--- config.mk ---
export PLATFORM = sky130hd
export DESIGN_NAME = bidirectional_port_pins
export DESIGN_NICKNAME = d
export VERILOG_FILES = /design/src/hdl/gpio_port_pkg.sv /design/src/hdl/bidirectional_port_pins.sv
export SDC_FILE = /design/constraint.sdc
export NUM_CORES = 1
export LEC_CHECK = 0
export BUFFER_PORTS_ARGS = -buffer_cell sky130_fd_sc_hd__buf_4
export CAP_MARGIN = 40
export CORE_ASPECT_RATIO = 2
export CORE_MARGIN = 4
export CORE_UTILIZATION = 49
export CTS_CLUSTER_SIZE = 40
export DETAILED_ROUTE_END_ITERATION = 12
export GPL_TIMING_DRIVEN = 0
export PLACE_DENSITY = 0.77
export SLEW_MARGIN = 20
export SYNTH_ARGS = -nofsm -noshare
export SYNTH_HDL_FRONTEND = slang
export SYNTH_SLANG_ARGS = --single-unit
export TNS_END_PERCENT = 5
--- constraint.sdc ---
create_clock -name i_clk_sys -period 2.2 [get_ports i_clk_sys]
set_input_delay 0.11 -clock i_clk_sys [delete_from_list [all_inputs] [get_ports i_clk_sys]]
set_output_delay 0.11 -clock i_clk_sys [all_outputs]
set_load 0.03 [all_outputs]
--- src/hdl/gpio_port_pkg.sv ---
// constants for the two bidirectional port blocks and their apb register map
// assumes a 32-bit apb master with word-aligned addresses
package gpio_port_pkg;

  // ==========================================================================
  // widths
  localparam int P1_WIDTH = 8;
  localparam int P9_WIDTH = 4;
  localparam int ADDR_W = 12;

  // ==========================================================================
  // register byte offsets
  localparam logic [11:0] OFS_P1_DATA = 12'h000;
  localparam logic [11:0] OFS_P1_DIR = 12'h004;
  localparam logic [11:0] OFS_P1_PU = 12'h008;
  localparam logic [11:0] OFS_P9_DATA = 12'h00c;
  localparam logic [11:0] OFS_P9_DIR = 12'h010;
  localparam logic [11:0] OFS_P9_PU = 12'h014;
  localparam logic [11:0] OFS_SEG_SEL = 12'h018;
  localparam logic [11:0] OFS_CSER_MODE = 12'h01c;
  localparam logic [11:0] OFS_CSER_CLKSEL = 12'h020;
  localparam logic [11:0] OFS_IN_SWITCH = 12'h024;

  // ==========================================================================
  // values after reset (direction bit high means input)
  localparam logic [7:0] P1_DIR_RST = 8'hff;
  localparam logic [3:0] P9_DIR_RST = 4'hf;
  localparam logic [7:0] P1_LAT_RST = 8'h00;
  localparam logic [3:0] P9_LAT_RST = 4'h0;
  localparam logic [7:0] P1_PU_RST = 8'h00;
  localparam logic [3:0] P9_PU_RST = 4'h0;
  localparam logic [7:0] CTRL_RST = 8'h00;

  // ==========================================================================
  // field positions
  localparam int SEG_ENABLE_BIT = 0;
  localparam int CLKSEL_DRIVE_BIT = 0;
  localparam int ISC_RX_BIT = 0;
  localparam int PIN_SER_CLK = 1;
  localparam int PIN_SER_DIN = 2;
  localparam int PIN_SER_DOUT = 3;
  localparam int PIN_EXT_IRQ = 4;
  localparam int PIN_ALT_RX = 5;

endpackage : gpio_port_pkg

--- src/hdl/bidirectional_port_pins.sv ---
// two general-purpose bidirectional ports behind an apb register file
// assumes pins are outside the clock domain; serial and segment sources come
// from logic on i_clk_sys
//
// Notes on behaviour
// (RQ1) first port: eight pins driven from latches
// (RQ2) first port direction chosen per bit
// (RQ3) first port pull-up only when input and enabled
// (RQ4) reset makes every first port bit input
// (RQ5) first port shares serial and interrupt pins
// (RQ6) software leaves serial registers zero for gpio
// (RQ7) second port: four pins with output latches
// (RQ8) second port direction chosen per bit
// (RQ9) second port pull-up only when input and enabled
// (RQ10) reset makes every second port bit input
// (RQ11) second port may drive segment outputs
// (RQ12) every port bit has its own direction
// (RQ13) alternate input routed per input switch register
// (RQ14) data read: pin if input, latch if output
//
// Our own choices: the APB interface to the registers and the placing of the registers.
module bidirectional_port_pins #(
  parameter int P1_W = gpio_port_pkg::P1_WIDTH,
  parameter int P9_W = gpio_port_pkg::P9_WIDTH
) (
  input wire logic i_clk_sys,
  input wire logic i_nrst,
  input wire logic i_psel,
  input wire logic i_penable,
  input wire logic i_pwrite,
  input wire logic [gpio_port_pkg::ADDR_W-1:0] i_paddr,
  input wire logic [31:0] i_pwdata,
  output logic o_pready,
  output logic [31:0] o_prdata,
  output logic o_pslverr,
  input wire logic [P1_W-1:0] i_p1_pin,
  output logic [P1_W-1:0] o_p1_pin,
  output logic [P1_W-1:0] o_p1_pin_oe,
  output logic [P1_W-1:0] o_p1_pullup,
  input wire logic [P9_W-1:0] i_p9_pin,
  output logic [P9_W-1:0] o_p9_pin,
  output logic [P9_W-1:0] o_p9_pin_oe,
  output logic [P9_W-1:0] o_p9_pullup,
  input wire logic i_ser_clk,
  input wire logic i_ser_dout,
  input wire logic [P9_W-1:0] i_seg_data,
  output logic o_ser_clk,
  output logic o_ser_din,
  output logic o_ext_irq,
  output logic o_alt_rx
);

  // ==========================================================================
  // parameter checks
  if (P1_W != 8) begin : g_bad_p1
    $error("first port must be 8 bits wide");
  end
  // the reset constants of the second port hold four bits only
  if (P9_W < 1 || P9_W > 4) begin : g_bad_p9
    $error("second port must be 1 to 4 bits wide");
  end

  // ==========================================================================
  // state
  typedef struct packed {
    logic [P1_W-1:0] p1_lat;
    logic [P1_W-1:0] p1_dir;
    logic [P1_W-1:0] p1_pu;
    logic [P1_W-1:0] p1_s1;
    logic [P1_W-1:0] p1_s2;
    logic [P9_W-1:0] p9_lat;
    logic [P9_W-1:0] p9_dir;
    logic [P9_W-1:0] p9_pu;
    logic [P9_W-1:0] p9_s1;
    logic [P9_W-1:0] p9_s2;
    logic [7:0] seg_sel;
    logic [7:0] cser_mode;
    logic [7:0] cser_clksel;
    logic [7:0] in_switch;
    logic [P1_W-1:0] p1_out;
    logic [P1_W-1:0] p1_oe;
    logic [P1_W-1:0] p1_puo;
    logic [P9_W-1:0] p9_out;
    logic [P9_W-1:0] p9_oe;
    logic [P9_W-1:0] p9_puo;
    logic ser_clk;
    logic ser_din;
    logic ext_irq;
    logic alt_rx;
    logic pready;
    logic pslverr;
    logic [31:0] prdata;
  } state_s;

  state_s s_q;
  state_s s_d;
  logic ser_act;
  logic seg_act;
  logic wr_en;
  logic [P1_W-1:0] p1_rd;
  logic [P9_W-1:0] p9_rd;

  // ==========================================================================
  // next state
  always_comb begin
    logic [31:0] rd;
    logic hit;
    rd = 32'h0;
    hit = 1'b1;
    s_d = s_q;

    // serial pins fall back to gpio only while both serial registers are zero
    ser_act = (s_q.cser_mode != 8'h00) || (s_q.cser_clksel != 8'h00); // RQ6
    seg_act = s_q.seg_sel[gpio_port_pkg::SEG_ENABLE_BIT];
    p1_rd = (s_q.p1_dir & s_q.p1_s2) | (~s_q.p1_dir & s_q.p1_lat); // RQ14
    p9_rd = (s_q.p9_dir & s_q.p9_s2) | (~s_q.p9_dir & s_q.p9_lat); // RQ14

    // pin synchronisers: first stage is read only by the second
    s_d.p1_s1 = i_p1_pin;
    s_d.p1_s2 = s_q.p1_s1;
    s_d.p9_s1 = i_p9_pin;
    s_d.p9_s2 = s_q.p9_s1;

    // apb: decode in setup, answer ready at the access phase, no wait states
    unique case (i_paddr)
      gpio_port_pkg::OFS_P1_DATA: rd[P1_W-1:0] = p1_rd;
      gpio_port_pkg::OFS_P1_DIR: rd[P1_W-1:0] = s_q.p1_dir;
      gpio_port_pkg::OFS_P1_PU: rd[P1_W-1:0] = s_q.p1_pu;
      gpio_port_pkg::OFS_P9_DATA: rd[P9_W-1:0] = p9_rd;
      gpio_port_pkg::OFS_P9_DIR: rd[P9_W-1:0] = s_q.p9_dir;
      gpio_port_pkg::OFS_P9_PU: rd[P9_W-1:0] = s_q.p9_pu;
      gpio_port_pkg::OFS_SEG_SEL: rd[7:0] = s_q.seg_sel;
      gpio_port_pkg::OFS_CSER_MODE: rd[7:0] = s_q.cser_mode;
      gpio_port_pkg::OFS_CSER_CLKSEL: rd[7:0] = s_q.cser_clksel;
      gpio_port_pkg::OFS_IN_SWITCH: rd[7:0] = s_q.in_switch;
      default: hit = 1'b0;
    endcase
    s_d.pready = i_psel && !i_penable;
    if (i_psel && !i_penable) begin
      s_d.pslverr = !hit;
      s_d.prdata = (hit && !i_pwrite) ? rd : 32'h0;
    end

    // a write lands only on the edge that completes the access
    wr_en = i_psel && i_penable && i_pwrite && s_q.pready && hit;
    if (wr_en) begin
      unique case (i_paddr)
        gpio_port_pkg::OFS_P1_DATA: s_d.p1_lat = i_pwdata[P1_W-1:0]; // RQ1
        gpio_port_pkg::OFS_P1_DIR: s_d.p1_dir = i_pwdata[P1_W-1:0]; // RQ2
        gpio_port_pkg::OFS_P1_PU: s_d.p1_pu = i_pwdata[P1_W-1:0];
        gpio_port_pkg::OFS_P9_DATA: s_d.p9_lat = i_pwdata[P9_W-1:0]; // RQ7
        gpio_port_pkg::OFS_P9_DIR: s_d.p9_dir = i_pwdata[P9_W-1:0]; // RQ8
        gpio_port_pkg::OFS_P9_PU: s_d.p9_pu = i_pwdata[P9_W-1:0];
        gpio_port_pkg::OFS_SEG_SEL: s_d.seg_sel = i_pwdata[7:0];
        gpio_port_pkg::OFS_CSER_MODE: s_d.cser_mode = i_pwdata[7:0];
        gpio_port_pkg::OFS_CSER_CLKSEL: s_d.cser_clksel = i_pwdata[7:0];
        gpio_port_pkg::OFS_IN_SWITCH: s_d.in_switch = i_pwdata[7:0];
        default: s_d.pslverr = s_q.pslverr;
      endcase
    end

    // per-bit gpio drive: latch onto pin while the bit is an output; segment data drives the second port while enabled
    for (int b = 0; b < P1_W; b++) begin
      s_d.p1_out[b] = s_q.p1_lat[b]; // RQ1
      s_d.p1_oe[b] = !s_q.p1_dir[b]; // RQ12
    end
    for (int b = 0; b < P9_W; b++) begin
      s_d.p9_out[b] = seg_act ? i_seg_data[b] : s_q.p9_lat[b]; // RQ7
      s_d.p9_oe[b] = seg_act || !s_q.p9_dir[b]; // RQ11
    end

    // serial function overrides the three shared pins
    if (ser_act) begin
      s_d.p1_out[gpio_port_pkg::PIN_SER_CLK] = i_ser_clk; // RQ5
      s_d.p1_oe[gpio_port_pkg::PIN_SER_CLK] = s_q.cser_clksel[gpio_port_pkg::CLKSEL_DRIVE_BIT];
      s_d.p1_oe[gpio_port_pkg::PIN_SER_DIN] = 1'b0;
      s_d.p1_out[gpio_port_pkg::PIN_SER_DOUT] = i_ser_dout; // RQ5
      s_d.p1_oe[gpio_port_pkg::PIN_SER_DOUT] = 1'b1;
    end

    // pull-ups only on bits that are inputs and not driven by a function
    s_d.p1_puo = s_q.p1_pu & s_q.p1_dir & ~s_d.p1_oe; // RQ3
    s_d.p9_puo = seg_act ? '0 : (s_q.p9_pu & s_q.p9_dir); // RQ9

    // alternate inputs
    s_d.ser_clk = s_q.p1_s2[gpio_port_pkg::PIN_SER_CLK];
    s_d.ser_din = s_q.p1_s2[gpio_port_pkg::PIN_SER_DIN];
    s_d.ext_irq = s_q.p1_s2[gpio_port_pkg::PIN_EXT_IRQ]; // RQ5
    // receive line idles high when the switch does not route the pin
    s_d.alt_rx = s_q.in_switch[gpio_port_pkg::ISC_RX_BIT] ?
                 s_q.p1_s2[gpio_port_pkg::PIN_ALT_RX] : 1'b1; // RQ13
  end

  // ==========================================================================
  // registers
  always_ff @(posedge i_clk_sys or negedge i_nrst) begin
    if (!i_nrst) begin
      s_q <= '0;
      s_q.p1_dir <= gpio_port_pkg::P1_DIR_RST[P1_W-1:0]; // RQ4
      s_q.p9_dir <= gpio_port_pkg::P9_DIR_RST[P9_W-1:0]; // RQ10
      s_q.p1_lat <= gpio_port_pkg::P1_LAT_RST[P1_W-1:0];
      s_q.p9_lat <= gpio_port_pkg::P9_LAT_RST[P9_W-1:0];
      s_q.p1_pu <= gpio_port_pkg::P1_PU_RST[P1_W-1:0];
      s_q.p9_pu <= gpio_port_pkg::P9_PU_RST[P9_W-1:0];
      s_q.seg_sel <= gpio_port_pkg::CTRL_RST;
      s_q.cser_mode <= gpio_port_pkg::CTRL_RST;
      s_q.cser_clksel <= gpio_port_pkg::CTRL_RST;
      s_q.in_switch <= gpio_port_pkg::CTRL_RST;
      s_q.alt_rx <= 1'b1;
    end else begin
      s_q <= s_d;
    end
  end

  assign o_pready = s_q.pready;
  assign o_prdata = s_q.prdata;
  assign o_pslverr = s_q.pslverr;
  assign o_p1_pin = s_q.p1_out;
  assign o_p1_pin_oe = s_q.p1_oe;
  assign o_p1_pullup = s_q.p1_puo;
  assign o_p9_pin = s_q.p9_out;
  assign o_p9_pin_oe = s_q.p9_oe;
  assign o_p9_pullup = s_q.p9_puo;
  assign o_ser_clk = s_q.ser_clk;
  assign o_ser_din = s_q.ser_din;
  assign o_ext_irq = s_q.ext_irq;
  assign o_alt_rx = s_q.alt_rx;
endmodule : bidirectional_port_pins

* Word level (Yosys, flattened, before mapping)
Cells that the tools add are included.
** Word-level totals
- Word-level logic and storage cells :: 105
- Bits in registers :: 166
** Cells by class
- Bitwise gates (word level) :: 12
- Multiplexer cells :: 16
- Reductions and logical operators :: 40
- Equality and inequality tests :: 10
** Operator list (count)
- $eq 12x5->1 const B :: 4
- $pmux 4 s10 :: 1
- $mux 33 :: 1
- $and 8x8->8 :: 4
- $pmux 4 s7 :: 1
- $eq 12x4->1 const B :: 2
- $eq 12x6->1 const B :: 2
- $reduce_and 2->1 :: 10
- $not 8->8 :: 2
- $reduce_bool 8->1 :: 2
- $logic_not 1->1 :: 15
- $and 4x4->4 :: 3
- $eq 12x3->1 const B :: 1
- $logic_not 12->1 :: 1
- $mux 1 :: 10
- $reduce_or 10->1 :: 1
- $mux 8 :: 1
- $or 8x8->8 :: 1
- $logic_and 1x1->1 :: 6
- $logic_or 1x1->1 :: 5
- $mux 4 :: 1
- $not 4->4 :: 1
- $or 4x4->4 :: 1
- $mux 3 :: 1
- $ne 2x2->1 const B :: 1

* Depth between registers and ports, before layout
- Word-level depth :: 8
- Depth in mapped cells :: 8

* Worst setup path before layout
OpenSTA, ideal clock, no wires.
- Path type :: reg2reg
- Start :: reg s_q (netlist bit o_pready)
- End :: reg s_q[100] (netlist name)
- Cell stages (with the launch flop) :: 7
- Data arrival time :: 2.427 ns
- Required time :: 2.075 ns
- Path buffers :: 1
- Setup time :: 0.125 ns
- Period minus slack after synthesis :: 2.552 ns
- Setup slack :: -0.352 ns
- Cell sequence :: dfrtp_1 nand4_1 or4b_1 buf_2 or4b_4 nor2_8 mux2_2
** Between the ends
- Longest elaborated chain between the ends :: 3
** Ends and longest elaborated chain
- start, declared :: line bidirectional_port_pins.sv:95 : state_s s_q;
- $logic_and 1x1->1 (2 in series) :: line bidirectional_port_pins.sv:145 : wr_en = i_psel && i_penable && i_pwrite && s_q.pready && hit;
- $reduce_and 2->1 (no source line)
Every way passes these cells.
A chain may end at the register's enable or synchronous reset.

* Worst setup path in the final report
- Start :: reg s_q (netlist bit o_pready)
- End :: reg s_q[114] (netlist name)
The elaborated chain is that of the path after synthesis.

==> results.sh <==
export IMPL_async_reset_ff_share_pct=100.0
export IMPL_yosys_top_cells_count="dfrtp_1 (129), mux2_2 (78), buf_4 (68)"
export IMPL_num_vias=4177
export IMPL_worst_path_dominant_cell_family="simple AND/OR/NAND/NOR gates"
export IMPL_fin_cells=801
export IMPL_postSynthCellCount=478
export IMPL_die_h_um=167.1
export IMPL_p_leak_nw=3.982
export IMPL_fin_ws_ns=-0.1613
export IMPL_cp_slowest_cell="or4b_4"
export IMPL_yosys_warnings=0
export IMPL_ir_drop_mv=0.8858
export IMPL_via_per_inst=5.215
export IMPL_design_area_um2=8174
export IMPL_crit_chain="nand4_1 -> or4b_4 -> or4b_4 -> nor2_4 -> mux2_4"
export IMPL_routedWlPerCell_um=19.51
export IMPL_combPwrFrac_pct=6.1
export IMPL_final_period_utilization_pct=107.3
export IMPL_overflow=0
export IMPL_critPathLaunchType="flip-flop"
export IMPL_drc=0
export IMPL_drive_above_1_share_pct=46.64
export IMPL_synth_area_mux_share_pct=17.75
export IMPL_finalSetupViolCount=23
export IMPL_netSwitchingPower_w=0.001352
export IMPL_critPathKind="reg2reg"
export IMPL_worst_path_buf_inv=0
export IMPL_num_antenna_cells=0
export IMPL_hp_class="in2reg"
export IMPL_violations="setup timing"
export IMPL_antenna_found_initial=0
export IMPL_p_seq_share_pct=42.9
export IMPL_grt_pass1_vias=4524
export IMPL_hold_viol_final=0
export IMPL_ys_types=49
export IMPL_fmax_mhz=423.5
export IMPL_place_area_um2=7232
export IMPL_skew_ns=0.009438
export IMPL_post_route_min_period_ns=2.361
export IMPL_cts_tree="yes"
export IMPL_cts_made_buffers=17
export IMPL_gp_congestion=0.8837
export IMPL_cp_depth=5
export IMPL_crit_arrival_ns=2.66
export IMPL_status="complete, but fails checks"
export IMPL_synth_compound_area_share_pct=4.739
export IMPL_p_clk_share_pct=51.1
export IMPL_syn_to_final_growth_pct=31.74
export IMPL_die_area_um2=14640
export IMPL_rr_worst_depth=5
export IMPL_numPlacedInstances=743
export IMPL_synthAdderAreaFrac_pct=0
export IMPL_slew_headroom_pct=38.30
export IMPL_slew_violations=0
export IMPL_start_util_pct=50.58
export IMPL_synthXorXnorAreaFrac_pct=0
export IMPL_cts_sinks=142
export IMPL_ctsLongestPathBuffers=2
export IMPL_dpl_hpwl_um=11180
export IMPL_die_w_um=87.57
export IMPL_fill_cells=903
export IMPL_syn_area_um2=6205
export IMPL_clk_insertion_delay_late_ns=0.42
export IMPL_synth_top_area_share_pct=52.03
export IMPL_hold_depth=2
export IMPL_synth_top_area_cell="dfrtp_1"
export IMPL_seq_area_frac_synth_pct=57.53
export IMPL_cpMostUsedCell="or4b_4"
export IMPL_cap_violations=0
export IMPL_synth_edff_count=0
export IMPL_num_rows=57
export IMPL_cts_clk_slew_worst_paths_ns=0.06
export IMPL_yosys_top_cells_area="dfrtp_1 (52%), mux2_2 (14%), buf_4 (8.2%)"
export IMPL_drt_iter0_drc=234
export IMPL_drt_pass1_iterations=4
export IMPL_avgSynthCellArea_um2=12.98
export IMPL_yosysMostFrequentCell="dfrtp_1"
export IMPL_path_max_fanout=5
export IMPL_rsz0062_at_grt="true"
export IMPL_clk_root_buffer_cell="clkbuf_16"
export IMPL_nets=708
export IMPL_htree_levels=4
export IMPL_cp_end_kind="flip-flop"
export IMPL_swShare_pct=21.84
export IMPL_synth_seq_cells=142
export IMPL_synth_main_ff_cell="dfrtp_1"
export IMPL_port_buffers=92
export IMPL_p_per_area_nw_per_um2=757.5
export IMPL_core_um2=12270
export IMPL_synth_top_family_by_area="multiplexers"
export IMPL_p_int_w=0.004840
export IMPL_grt_pass1_wl_um=24700
export IMPL_worst_pin_slew_ns=0.9130
export IMPL_grtUsageTotal_pct=22.52
export IMPL_synth_simple_area_share_pct=9.982
export IMPL_crit_path_max_incr_delay_ns=0.62
export IMPL_grt_max_degree=104
export IMPL_postRouteAntennaNets=0
export IMPL_required_ns=2.50
export IMPL_wirelength_um=15630
export IMPL_design_portCount=141
-- layout make-up --
type	count	area (µm²)	share of cell area (%)
flip-flops and latches	142	3571	43.69
multi-input cells	263	2132	26.08
repair buffers	122	1020	12.48
plain buffers	81	560.5	6.857
clock buffers	20	446.7	5.465
clock inverters	12	207.7	2.541
well taps	147	183.9	2.250
inverters	14	52.55	0.6429
-- layer usage --
layer  routed length, µm  part of all wire [%]  vias up  global-route usage (%)
met5                   0                     0        -                       0
met1                5457                    35     2099                   25.05
met3                 705                   4.5       36                   4.474
met4                 444                   2.8        0                   8.951
met2                9023                    58      129                   40.77
li1                    -                     -     1913                       -
-- cell usage in the layout (no fill, tap or decap), types with 5 or more instances in the layout --
cell type	n
buf_4	162
dfrtp_1	128
mux2_2	74
conb_1	24
dlygate4sd3_1	23
nand2_1	20
nor2_1	19
clkbuf_16	17
inv_1	14
clkbuf_1	13
dfstp_2	13
nand2b_1	11
mux2i_1	11
o21ai_0	11
nor4_1	8
and2_1	7
nand3_1	7
nand4_1	6
nor3_1	6
mux4_2	5
bufinv_16	5
-- flip-flops by register name, indices dropped and copies added, names as in the netlist --
name and cells:
o_pready 1, o_prdata 8, o_ser_din 1, o_alt_rx 1, s_d 21, s_q 71, o_p9_pullup 4, o_p1_pullup 8
o_p1_pin_oe 8, o_p9_pin 4, o_ext_irq 1, o_pslverr 1, o_ser_clk 1, o_p1_pin 8, o_p9_pin_oe 4
-- stage by stage --
stage	setup slack [ns]	total power [W]	setup TNS, ns	hold WS, ns	util, %
2_1_floorplan	-0.2355	0.002857	-3.124	-0.1856	-
3_3_place_gp	-0.7175	0.003027	-23.44	0.2201	58.43
3_5_place_dp	-0.4607	0.003040	-17.60	0.008234	58.96
4_1_cts	-0.1822	0.006241	-3.584	0.0006051	66.48
5_1_grt	-0.2053	0.006404	-3.443	0.01706	66.64
6_report	-0.1613	0.006192	-1.768	0.01765	66.64
-- timing repair --
item | in CTS | in global routing
endpoints found under the hold margin | 101 | 0
pin swaps | 1 | 3
endpoints found under the setup margin | 42 | 32
gates resized for setup | 4 | 4
hold buffers | 23 | 0
setup buffers | 2 | 2
-- power groups by stage --
stage	clock, W	combinational (W)	sequential [W]
finish	0.00316	0.000377	0.00265
detailed placement	0	0.000339	0.00270
floorplan	0	0.000149	0.00271
CTS	0.00321	0.000375	0.00265
global placement	0	0.000328	0.00270
global route	0.00334	0.000408	0.00266
-- path summary, 6_finish.rpt --
kind,from,end,slack (ns)
min in group asynchronous,i_nrst,s_d[133]$_DFF_PN0_,0.15
max,o_pready$_DFF_PN0_,s_q[114]$_DFFE_PN0P_,-0.16
min reg2reg,s_d[127]$_DFF_PN0_,s_d[37]$_DFF_PN0_,0.35
max in group asynchronous,i_nrst,s_q[121]$_DFFE_PN1P_,1.24
min,i_pwdata[1],s_q[115]$_DFFE_PN0P_,0.02
max reg2reg,o_pready$_DFF_PN0_,s_q[114]$_DFFE_PN0P_,-0.16
-- cells by family (layout without fill, tap and decap cells) --
group | after synthesis | after routing
multiplexers | 94 | 94
buffers and inverters | 96 | 249
AO/OA/AOI/OAI | 41 | 41
other | 1 | 24
flip-flops | 142 | 142
AND/OR/NAND/NOR | 104 | 104
No activity file was read; power rests on OpenSTA's default activity.
